## src/obc_pkg.sv

```systemverilog
package obc_pkg;

   // register indices within the control page (one index per 8-bit register)
   localparam logic [6:0] ADDR_DRIVER_CTRL   = 7'h2c;
   localparam logic [6:0] ADDR_RSVD_AFTER    = 7'h2d;
   localparam logic [6:0] ADDR_BIAS_PD       = 7'h2e;
   localparam logic [6:0] ADDR_INPUT_CM      = 7'h32;
   localparam logic [6:0] ADDR_RSVD_TAIL_LO  = 7'h33;
   localparam logic [6:0] ADDR_RSVD_TAIL_HI  = 7'h7f;

   // reset values and the value read from reserved addresses
   localparam logic [7:0] RST_DRIVER_CTRL    = 8'h00;
   localparam logic [7:0] RST_BIAS_PD        = 8'h00;
   localparam logic [7:0] RST_INPUT_CM       = 8'h00;
   localparam logic [7:0] RSVD_READ_VALUE    = 8'h00;

   // driver control fields
   localparam int DEB_MSB      = 7;
   localparam int DEB_LSB      = 5;
   localparam int DAC_BIAS_MSB = 4;
   localparam int DAC_BIAS_LSB = 3;
   localparam int LEFT_MODE    = 2;
   localparam int RIGHT_MODE   = 1;

   // bias and power-down fields
   localparam int PWR_DOWN     = 7;
   localparam int BIAS_FORCE   = 3;
   localparam int BIAS_MSB     = 1;
   localparam int BIAS_LSB     = 0;

   // input common-mode fields
   localparam int ANALOG_INPUT_FIRST_CM      = 7;
   localparam int ANALOG_INPUT_SECOND_CM      = 6;

   // timing
   localparam int CLK_KHZ        = 25000;
   localparam int DEB_MIN_US     = 8;
   localparam int DEB_TICKS      = 8;
   localparam int DEB_BASE_CYC   = (CLK_KHZ * DEB_MIN_US) / (1000 * DEB_TICKS);
   localparam int SETTLE_US      = 100;
   localparam int SETTLE_CYC     = (CLK_KHZ * SETTLE_US + 999) / 1000;

   typedef enum logic [1:0] {
      OBC_DAC_DEFAULT = 2'h0,
      OBC_DAC_RAISED  = 2'h1,
      OBC_DAC_RSVD    = 2'h2,
      OBC_DAC_HIGHEST = 2'h3
   } obc_dac_bias_e;

   typedef enum logic [1:0] {
      OBC_BIAS_OFF    = 2'h0,
      OBC_BIAS_LOW    = 2'h1,
      OBC_BIAS_HIGH   = 2'h2,
      OBC_BIAS_SUPPLY = 2'h3
   } obc_bias_e;

   typedef struct packed {
      logic          left_output_driver_lineout;
      logic          right_output_driver_lineout;
      obc_dac_bias_e dac_bias_mode;
      logic          sw_power_down;
      obc_bias_e     microphone_bias_output;
      logic          analog_input_first_to_cm;
      logic          analog_input_second_to_cm;
   } obc_ctrl_s;

   typedef struct packed {
      logic [6:0] addr;
      logic       wr;
      logic [7:0] wdata;
   } obc_req_s;

endpackage : obc_pkg

```

## src/obc_debounce.sv

```systemverilog
`timescale 1ns/1ps
module obc_debounce #(
   parameter int BASE_CYC = obc_pkg::DEB_BASE_CYC,
   parameter int TICKS    = obc_pkg::DEB_TICKS
) (
   input  wire logic       ref_clk,
   input  wire logic       rst,
   input  wire logic [2:0] code,
   input  wire logic       level_in,
   output logic            level_out
);
   localparam int CW = $clog2(BASE_CYC * 64 + 1);
   localparam int TW = $clog2(TICKS + 1);

   // elaboration refuses a divider or tick count that the counters cannot serve
   if (BASE_CYC < 1 || TICKS < 2) begin : g_bad_params
      $error("obc_debounce: bad parameters");
   end

   logic [CW-1:0] div_reg, div_next, period;
   logic [TW-1:0] cnt_reg, cnt_next;
   logic          out_reg, out_next;
   logic          tick;

   // tick period is one eighth of the interval, doubling per code step
   always_comb begin
      period = (code == 3'h0) ? CW'(1) : CW'(BASE_CYC) << (code - 3'h1);
      tick   = (div_reg >= period - CW'(1));
   end

   always_comb begin
      div_next = tick ? '0 : div_reg + CW'(1);
      cnt_next = cnt_reg;
      out_next = out_reg;
      if (code == 3'h0) begin
         out_next = level_in;
         cnt_next = '0;
      end else if (level_in == out_reg) begin
         cnt_next = '0;
      end else if (tick) begin
         if (cnt_reg == TW'(TICKS - 1)) begin
            out_next = level_in;
            cnt_next = '0;
         end else begin
            cnt_next = cnt_reg + TW'(1);
         end
      end
   end

   always_ff @(posedge ref_clk) begin
      if (rst) begin
         div_reg <= '0;
         cnt_reg <= '0;
         out_reg <= 1'b0;
      end else begin
         div_reg <= div_next;
         cnt_reg <= cnt_next;
         out_reg <= out_next;
      end
   end

   assign level_out = out_reg;
endmodule : obc_debounce

```

## src/obc_regs.sv

```systemverilog
`timescale 1ns/1ps
// Notes on behaviour
// - debounce code sits in driver control bits 7..5, reset to zero delay.
// - debounce codes map to 0, then 8 us doubling up to 512 us.
// - debounce clock period is interval over eight; eight ticks span one interval.
// - dac bias field decodes default, raised, highest; reserved code never programmed.
// - left output driver is lineout when its bit is one, headphone otherwise.
// - right output driver is lineout when its bit is one, headphone otherwise.
// - top bias-register bit enables software power-down; clear after reset.
// - with detection on and no headset, bias stays off unless forced.
// - bias field selects off, low level, high level or supply tracking.
// - first analog input tied to common mode when its bit is set.
// - second analog input tied to common mode when its bit is set.
// - page defaults valid only after settling interval following any reset.
module obc_regs #(
   parameter int SETTLE_CYC = obc_pkg::SETTLE_CYC
) (
   input  wire logic              ref_clk,
   input  wire logic              rst,
   input  wire logic              soft_rst,
   input  wire obc_pkg::obc_req_s req,
   output logic [7:0]             reg_rdata,
   input  wire logic              headset_detect_en,
   input  wire logic              headset_present_pin,
   input  wire logic              short_detect_pin,
   output obc_pkg::obc_ctrl_s     ctrl,
   output logic                   short_detected,
   output logic                   defaults_valid
);
   localparam int SW = $clog2(SETTLE_CYC + 1);

   localparam int NUM_PINS    = 2;
   localparam int PIN_HEADSET = 0;
   localparam int PIN_SHORT   = 1;

   // elaboration refuses a settle count that the counter cannot serve
   if (SETTLE_CYC < 1) begin : g_bad_settle
      $error("obc_regs: SETTLE_CYC must be positive");
   end

   logic [7:0]         drv_reg, drv_next;
   logic [7:0]         bias_reg, bias_next;
   logic [7:0]         cm_reg, cm_next;
   logic [7:0]         rdata_reg, rdata_next;
   logic [SW-1:0]      settle_reg, settle_next;
   logic               valid_reg, valid_next;
   obc_pkg::obc_ctrl_s ctrl_reg, ctrl_next;
   logic [NUM_PINS-1:0] pin_raw, pin_level;
   logic               short_reg;
   logic               deb_out;
   logic               any_rst;

   function automatic logic [7:0] read_mux(input logic [6:0] a, input logic [7:0] d,
                                           input logic [7:0] b, input logic [7:0] c);
      unique case (a)
         obc_pkg::ADDR_DRIVER_CTRL: read_mux = d;
         obc_pkg::ADDR_BIAS_PD:     read_mux = b;
         obc_pkg::ADDR_INPUT_CM:    read_mux = c;
         default:                   read_mux = obc_pkg::RSVD_READ_VALUE;
      endcase
   endfunction : read_mux

   // the reserved dac bias code falls back to default current
   function automatic obc_pkg::obc_dac_bias_e dac_decode(input logic [1:0] code);
      unique case (code)
         obc_pkg::OBC_DAC_RAISED:  dac_decode = obc_pkg::OBC_DAC_RAISED;
         obc_pkg::OBC_DAC_HIGHEST: dac_decode = obc_pkg::OBC_DAC_HIGHEST;
         default:                  dac_decode = obc_pkg::OBC_DAC_DEFAULT;
      endcase
   endfunction : dac_decode

   assign any_rst = rst | soft_rst;

   // register writes; reserved addresses ignore writes
   always_comb begin
      drv_next   = drv_reg;
      bias_next  = bias_reg;
      cm_next    = cm_reg;
      if (req.wr) begin
         unique case (req.addr)
            obc_pkg::ADDR_DRIVER_CTRL: drv_next  = req.wdata;
            obc_pkg::ADDR_BIAS_PD:     bias_next = req.wdata;
            obc_pkg::ADDR_INPUT_CM:    cm_next   = req.wdata;
            default:                   drv_next  = drv_reg;
         endcase
      end
   end

   // soft reset clears the registers exactly like hardware reset
   always_ff @(posedge ref_clk) begin
      if (any_rst) begin
         drv_reg  <= obc_pkg::RST_DRIVER_CTRL;
         bias_reg <= obc_pkg::RST_BIAS_PD;
         cm_reg   <= obc_pkg::RST_INPUT_CM;
      end else begin
         drv_reg  <= drv_next;
         bias_reg <= bias_next;
         cm_reg   <= cm_next;
      end
   end

   // read data is registered and follows the address one cycle late;
   // soft reset leaves it alone so a read in flight still completes
   always_comb begin
      rdata_next = read_mux(req.addr, drv_reg, bias_reg, cm_reg);
   end

   always_ff @(posedge ref_clk) begin
      if (rst) begin
         rdata_reg <= '0;
      end else begin
         rdata_reg <= rdata_next;
      end
   end

   // pin order inside the synchroniser bank
   assign pin_raw[PIN_HEADSET] = headset_present_pin;
   assign pin_raw[PIN_SHORT]   = short_detect_pin;

   // pin inputs: three flops, level moves once stages two and three agree;
   // only hardware reset clears them, so a soft reset cannot fake a pin edge
   for (genvar g = 0; g < NUM_PINS; g++) begin : g_pin_sync
      logic [2:0] stage_reg, stage_next;
      logic       level_reg, level_next;

      always_comb begin
         stage_next = {stage_reg[1:0], pin_raw[g]};
         level_next = (stage_reg[1] == stage_reg[2]) ? stage_reg[2] : level_reg;
      end

      always_ff @(posedge ref_clk) begin
         if (rst) begin
            stage_reg <= '0;
            level_reg <= 1'b0;
         end else begin
            stage_reg <= stage_next;
            level_reg <= level_next;
         end
      end

      assign pin_level[g] = level_reg;
   end

   // decoded controls
   always_comb begin
      ctrl_next = ctrl_reg;
      ctrl_next.left_output_driver_lineout  = drv_reg[obc_pkg::LEFT_MODE];
      ctrl_next.right_output_driver_lineout = drv_reg[obc_pkg::RIGHT_MODE];
      ctrl_next.dac_bias_mode = dac_decode(drv_reg[obc_pkg::DAC_BIAS_MSB:obc_pkg::DAC_BIAS_LSB]);
      ctrl_next.sw_power_down = bias_reg[obc_pkg::PWR_DOWN];
      if (headset_detect_en && !pin_level[PIN_HEADSET] && !bias_reg[obc_pkg::BIAS_FORCE]) begin
         ctrl_next.microphone_bias_output = obc_pkg::OBC_BIAS_OFF;
      end else begin
         ctrl_next.microphone_bias_output =
            obc_pkg::obc_bias_e'(bias_reg[obc_pkg::BIAS_MSB:obc_pkg::BIAS_LSB]);
      end
      ctrl_next.analog_input_first_to_cm  = cm_reg[obc_pkg::ANALOG_INPUT_FIRST_CM];
      ctrl_next.analog_input_second_to_cm = cm_reg[obc_pkg::ANALOG_INPUT_SECOND_CM];
   end

   // settling counter restarts on either reset
   always_comb begin
      settle_next = settle_reg;
      valid_next  = valid_reg;
      if (settle_reg == SW'(SETTLE_CYC - 1)) begin
         valid_next = 1'b1;
      end else begin
         settle_next = settle_reg + SW'(1);
      end
   end

   // either reset restarts the count; defaults_valid stays low until it runs out
   always_ff @(posedge ref_clk) begin
      if (any_rst) begin
         settle_reg <= '0;
         valid_reg  <= 1'b0;
      end else begin
         settle_reg <= settle_next;
         valid_reg  <= valid_next;
      end
   end

   // decoded controls are registered so every output comes from a flop
   always_ff @(posedge ref_clk) begin
      if (any_rst) begin
         ctrl_reg <= '0;
      end else begin
         ctrl_reg <= ctrl_next;
      end
   end

   // short flag follows the debouncer one cycle late; the debouncer takes either reset, so a soft reset also clears it
   always_ff @(posedge ref_clk) begin
      if (rst) begin
         short_reg <= 1'b0;
      end else begin
         short_reg <= deb_out;
      end
   end

   obc_debounce #(
      .BASE_CYC (obc_pkg::DEB_BASE_CYC),
      .TICKS    (obc_pkg::DEB_TICKS)
   ) u_debounce (
      .ref_clk   (ref_clk),
      .rst       (any_rst),
      .code      (drv_reg[obc_pkg::DEB_MSB:obc_pkg::DEB_LSB]),
      .level_in  (pin_level[PIN_SHORT]),
      .level_out (deb_out)
   );

   assign reg_rdata      = rdata_reg;
   assign ctrl           = ctrl_reg;
   assign short_detected = short_reg;
   assign defaults_valid = valid_reg;
endmodule : obc_regs

```

## config.mk

```make
export PLATFORM = sky130hd
export DESIGN_NAME = obc_regs
export DESIGN_NICKNAME = d
export VERILOG_FILES = /design/src/obc_pkg.sv /design/src/obc_debounce.sv /design/src/obc_regs.sv
export SDC_FILE = /design/constraint.sdc
export NUM_CORES = 1
export LEC_CHECK = 0
export BUFFER_PORTS_ARGS = -buffer_cell sky130_fd_sc_hd__buf_4
export CAP_MARGIN = 20
export CORE_MARGIN = 5
export CORE_UTILIZATION = 53
export DETAILED_ROUTE_END_ITERATION = 7
export PLACE_DENSITY = 0.79
export SLEW_MARGIN = 10
export SYNTH_ARGS = -nofsm -noshare
export SYNTH_HDL_FRONTEND = slang
export SYNTH_HIERARCHICAL = 1
export SYNTH_SLANG_ARGS = --single-unit
```

## constraint.sdc

```tcl
create_clock -name ref_clk -period 3.4 [get_ports ref_clk]
set_input_delay 0.34 -clock ref_clk [delete_from_list [all_inputs] [get_ports ref_clk]]
set_output_delay 0.34 -clock ref_clk [all_outputs]
set_load 0.1 [all_outputs]
```

=== Word level (Yosys, flattened, before mapping) ===
Index checks and enable logic that the tools add are counted.

* Add/subtract/negate cells: 5
* Order comparisons: 1
* Equal/unequal tests: 11
* Shifts and indexed selects: 1
* Mux-type cells: 8
* Bitwise operators: 1
* Reductions and logical operators: 14

{| class="wikitable"
|+ Operator list
! operator !! number
|-
| 8-bit case mux with 3 select lines || 1
|-
| 7-bit by 6-bit equality test with 1-bit output (second input constant) || 3
|-
| 12-bit by 1-bit adder with 12-bit output (second input constant) || 1
|-
| 12-bit equality test (second input constant) || 1
|-
| 11-bit by 1-bit adder with 11-bit output (second input constant) || 1
|-
| 11-bit greater-or-equal comparator || 1
|-
| 11-bit 2-to-1 mux || 1
|-
| 5-bit by 3-bit << shifter with 11-bit output (first input constant) || 1
|-
| 11-bit by 1-bit subtractor with 11-bit output (second input constant) || 1
|-
| 2-bit AND reduction || 3
|-
| 4-bit by 1-bit adder with 4-bit output (second input constant) || 1
|-
| 4-bit by 3-bit equality test with 1-bit output (second input constant) || 1
|-
| 1-bit 2-to-1 mux || 4
|-
| 4-bit 2-to-1 mux || 1
|-
| 2-bit case mux with 2 select lines || 1
|-
| 2-bit nonzero test || 2
|-
| 2-bit OR reduction || 2
|-
| 1-bit equality test || 3
|-
| 3-bit zero test || 1
|-
| 3-bit AND reduction || 1
|-
| 3-bit OR reduction || 1
|-
| 3-bit by 1-bit subtractor with 3-bit output (second input constant) || 1
|-
| 2-bit by 1-bit equality test with 1-bit output (second input constant) || 1
|-
| 2-bit equality test (second input constant) || 1
|-
| other kinds (4) || 6
|}

* Register bits after elaboration: 79
* Input port bits: 22
* Output and inout port bits: 19
* Word-level logic and storage cells: 62

=== Depth between registers and ports, before layout ===
* Word-level depth: 8
* Gate-level depth with buffers: 20
* Gate-level depth less buffers: 18

=== Hierarchy ===
The synthesis kept the hierarchy.

{| class="wikitable"
|+ Modules (own cells, without submodules)
! module !! instances !! cells an instance !! area each (um^2) !! sequential area each (um^2)
|-
| obc_regs || 1 || 262 || 2558.7 || 1261.2
|-
| obc_debounce || 1 || 206 || 1500.2 || 320.3
|}

=== Least setup slack after synthesis ===
No wires, ideal clock.

* Path kind: reg2reg
* Start: register drv_reg[6]
* End: register u_debounce.div_reg[10]
* Setup time: 64 ps
* Data arrival time: 3482 ps
* Required time: 3336 ps
* Slack: -146 ps
* Stages on the path, launching flop included: 19
* Buffers on the path: 2
* Clock period less this slack: 3546 ps
* Path through: dfxtp_1 inv_1 ha_1 clkbuf_1 a21oi_1 nor2_1 a31oi_1 ha_1 and3_1 o22ai_1 a221o_1 ha_1 a21oi_1 o21ai_0 a21oi_2 nand2_1 or2_2 buf_2 nor2_1

* Longest elaborated chain between the ends: 6
* Elaborated cells on any way between the ends: 7
* Classes of those cells: add/sub: 2; order compare: 1; shift: 1; mux: 1; reduce/logical: 2

{| class="wikitable"
|+ RTL lines
! item !! RTL line !! text
|-
| start: declaration || obc_regs.sv:41 || <nowiki>logic [7:0] drv_reg, drv_next;</nowiki>
|-
| start signal: assignment || obc_regs.sv:92 || <nowiki>drv_reg <= obc_pkg::RST_DRIVER_CTRL;</nowiki>
|-
| start signal: assignment || obc_regs.sv:96 || <nowiki>drv_reg <= drv_next;</nowiki>
|-
| 3-bit by 1-bit subtractor with 3-bit output || obc_debounce.sv:27 || <nowiki>period = (code == 3'h0) ? CW'(1) : CW'(BASE_CYC) << (code - 3'h1);</nowiki>
|-
| 5-bit by 3-bit << shifter with 11-bit output || obc_debounce.sv:27 ||
|-
| 11-bit 2-to-1 mux * || obc_debounce.sv:27 ||
|-
| 11-bit by 1-bit subtractor with 11-bit output * || obc_debounce.sv:28 || <nowiki>tick = (div_reg >= period - CW'(1));</nowiki>
|-
| 11-bit greater-or-equal comparator * || obc_debounce.sv:28 ||
|-
| 2-bit OR reduction (no source line) * || n/a ||
|-
| end signal: assignment || obc_debounce.sv:56 || <nowiki>div_reg <= div_next;</nowiki>
|-
| end: declaration || obc_debounce.sv:20 || <nowiki>logic [CW-1:0] div_reg, div_next, period;</nowiki>
|}

Every way passes the cells marked *; elsewhere a longest branch is shown, timed or not.
A chain may end at the register's enable or synchronous reset.

=== Worst setup path after layout ===
* Start: register drv_reg[5]
* End: register u_debounce.div_reg[3]

Same word-level chain as after synthesis.

==> summary.md <==
| Metric | Value |
|---|---|
| Slew HR | 48.41% |
| Sequential Power Share | 50.5% |
| Int Power | 0.001468 W |
| WP data required | 3.68 ns |
| Placement row count | 32 |
| IO Pins | 41 |
| Most common cell in the netlist | dfxtp_1 |
| Final worst setup slack | 0.1585 ns |
| Net switching power | 0.0003771 W |
| Synth Instances | 468 |
| Placed cell areas | 4556 um^2 |
| Clock slew at reported path FFs | 0.08 ns |
| Vias in the first global route | 3457 |
| Main synth FF type | dfxtp_1 |
| Area grow syn2layout | 20.96% |
| GP Congestion | 0.8901 |
| Final Setup Violations | 0 |
| Layout Skew | 0.009963 ns |
| Die area | 9508 um^2 |
| Layout cells sized above 1 | 22.05% |
| Post-Place Worst Slack | -0.09234 ns |
| Via-per-instance ratio | 5.785 |
| Post-synthesis sequential area ratio | 38.96% |
| Max reg flops | 12 |
| Post-DP HPWL | 6731 um |
| Clk sinks | 79 |
| Max-slew violation count | 0 |
| Vias | 3633 |
| Grt total ovfl | 0 |
| Critical path class | register to register |
| Remaining DRCs | 0 |
| Cell chain of the critical path | inv_1, buf_4, ha_4, inv_2, nand2_1, o21ai_2, nand2_2, ha_4, a311o_1, a221o_1, ha_4, a21oi_2, o21ai_1, a21oi_2, nand2_2, or2_4, nor2_1 |
| Max Cap Viol | 0 |
| Fin. Hold Viols | 0 |
| Port bufs | 40 |
| CTS tree | done |
| Worst-Margin Slew | 0.7705 ns |
| Worst min-delay path category | input port to register |
| FMAX | 308.5 MHz |
| Area of the multi-input gates | 2399 um^2 |
| Synth Area per Inst | 8.673 um^2 |
| Final ANT Viol Nets | 0 |
| Leading area contributor after synthesis | dfxtp_1 |
| Worst R2R Setup Slack | 0.16 ns |
| Ant. Diodes | 0 |
| Asr flop ratio synth | 0% |
| Yosys warning total | 6 |
| Clk Latency, worst-skew pair | 0.34 ns |
| Yosys cell types | 59 |
| Wire length of the first global-routing pass | 15900 um |
| Fin util | 64.54% |
| Crit path largest cell delay | 0.39 ns |
| First DRT Iteration DRCs | 167 |
| Synth top area cells | dfxtp_1 (39%), mux2i_1 (7.2%), ha_1 (6.2%) |
| Mapped Area | 4059 um^2 |
| Clock power share | 45.7% |
| Arr. time, crit path | 3.52 ns |
| Register Area | 1584 um^2 |
| Total power | 0.001846 W |
| Status | finished, final reports clean |
| Final critical-path share of the clock period | 95.34% |
| TNS Setup | 0 ns |
| All-layer global routing usage | 19.84% |
| Yosys reg bits | 79 |
| CP Max Fanout | 6 |
| Die X | 97.51 um |
| PwrDens | 375.9 nW/um^2 |
| IR drop worst, VDD | 267.3 uV |
| Post-CTS Hold Buffers | 0 |
| Startpoint type of the worst setup path | register |
| H-Tree Depth | 3 |
| Top cell type's share of synthesized area | 38.96% |
| DR pass1 iterations | 6 |
| Comb pwr share | 3.8% |
| Syn Nets | 510 |
| Most used cell, CP | ha_4 |
| Sw Share | 20.43% |
| Clk root buf | clkbuf_8 |
| Synth top cells by count | dfxtp_1 (79), nand2_1 (58), a21oi_1 (37) |
| Drt wl/cell | 15.40 um |
| Initial antenna violation count | 0 |
| Final nets | 563 |
| P_leak | 1.980 nW |
| Slowest cell on crit path | a311o_1 |
| Largest net degree at the start of global routing | 40 |
| CP Capture Type | register |
| Number of buffers created by CTS | 9 |
| CTS max path bufs | 2 |
| Fillers | 626 |
| WL final | 9670 um |
| Initial Util | 53.36% |
| Final min period | 3.242 ns |
| Die Ht | 97.51 um |
| Core box area | 7607 um^2 |
| Number of flops mapped to enable cells by yosys | 0 |
| Post-Layout Inst Area | 4910 um^2 |
## path summary, 6_finish.rpt
path	end	cells past startpoint	from
setup / recovery	u_debounce/div_reg[3]	17	drv_reg[5]
hold / removal	g_pin_sync[0].stage_reg[0]	2	headset_present_pin
setup reg to reg	u_debounce/div_reg[3]	17	drv_reg[5]
hold reg to reg	g_pin_sync[0].stage_reg[1]	1	g_pin_sync[0].stage_reg[0]
## power groups by stage
stage	registers, W	logic, W	clock network [W]
CTS	0.000932	0.0000693	0.000855
finish	0.000932	0.0000710	0.000843
detailed placement	0.000953	0.0000687	0
global placement	0.000953	0.0000667	0
floorplan	0.000953	0.0000364	0
global route	0.000932	0.0000775	0.000906
## layer usage
layer  up-vias  GRT usage [%]  share of wire, %
met5         -              0                 0
met4         0          7.135               2.0
met3        18          3.948               5.1
met2       110          33.84                51
met1      1740          24.76                42
li1       1765              -                 -
## final cells by class
cell class	count	share of cell area, %
Multi-Input combinational cell	348	48.85
Tap cell	102	2.599
Sequential cell	79	32.26
Timing Repair Buffer	63	9.709
Inverter	20	1.580
Clock inverter	5	2.115
Clock buffer	11	2.880
## through the flow
step | hold slack [ns] | instances
2_1_floorplan | 0.4138 | 468
3_3_place_gp | 0.4179 | 610
3_5_place_dp | 0.4239 | 610
4_1_cts | 0.1934 | 626
5_1_grt | 0.2069 | 628
6_report | 0.2039 | 628
## timing repair
action / 4_1_cts / 5_1_grt
gates cloned: 0 / 1
setup buffers: 0 / 1
pin swaps: 0 / 8
endpoints found under the setup margin: 11 / 14
resized for setup: 2 / 21
## cells in the final DEF, fill, tap and decap left out, types with 3 or more instances in the layout
master     instances
nor2b_1           10
nand2_1           56
or4_1              4
buf_4             62
a31oi_1            3
ha_1              14
o22ai_1            4
and3_1             3
nand3_1           22
o21ai_0           26
or3_1              6
and4b_1            8
a21oi_1           34
nor3_1             3
nor4bb_1           9
nor2_1            31
o21ai_1            4
bufinv_16          3
a21oi_2            4
dfxtp_1           77
clkbuf_8          10
mux2i_1           29
inv_2              3
nand2b_1           4
xnor2_1            7
nand4_1            4
ha_4               4
nor2_2             4
o31ai_1            5
xor2_1             9
inv_1             16
## critical path: cells and delay by family (launching register included)
| family | cells | cell delay, ns |
|---|---|---|
| AO/OA/AOI/OAI | 6 | 1.24 |
| adder cells (fa/ha/maj) | 3 | 0.58 |
| buffers and inverters | 3 | 0.30 |
| AND/OR/NAND/NOR | 5 | 0.72 |
| flip-flops | 1 | 0.33 |
## kinds of logic after synthesis
group | count (synthesis) | synth area share [%]
AND/OR/NAND/NOR | 185 | 25.46
AO/OA/AOI/OAI | 96 | 13.72
flip-flops | 79 | 38.96
buffers and inverters | 42 | 4.809
multiplexers | 30 | 7.429
adder cells (fa/ha/maj) | 20 | 6.165
XOR/XNOR | 16 | 3.453
Power figures use the tool's default switching activity.
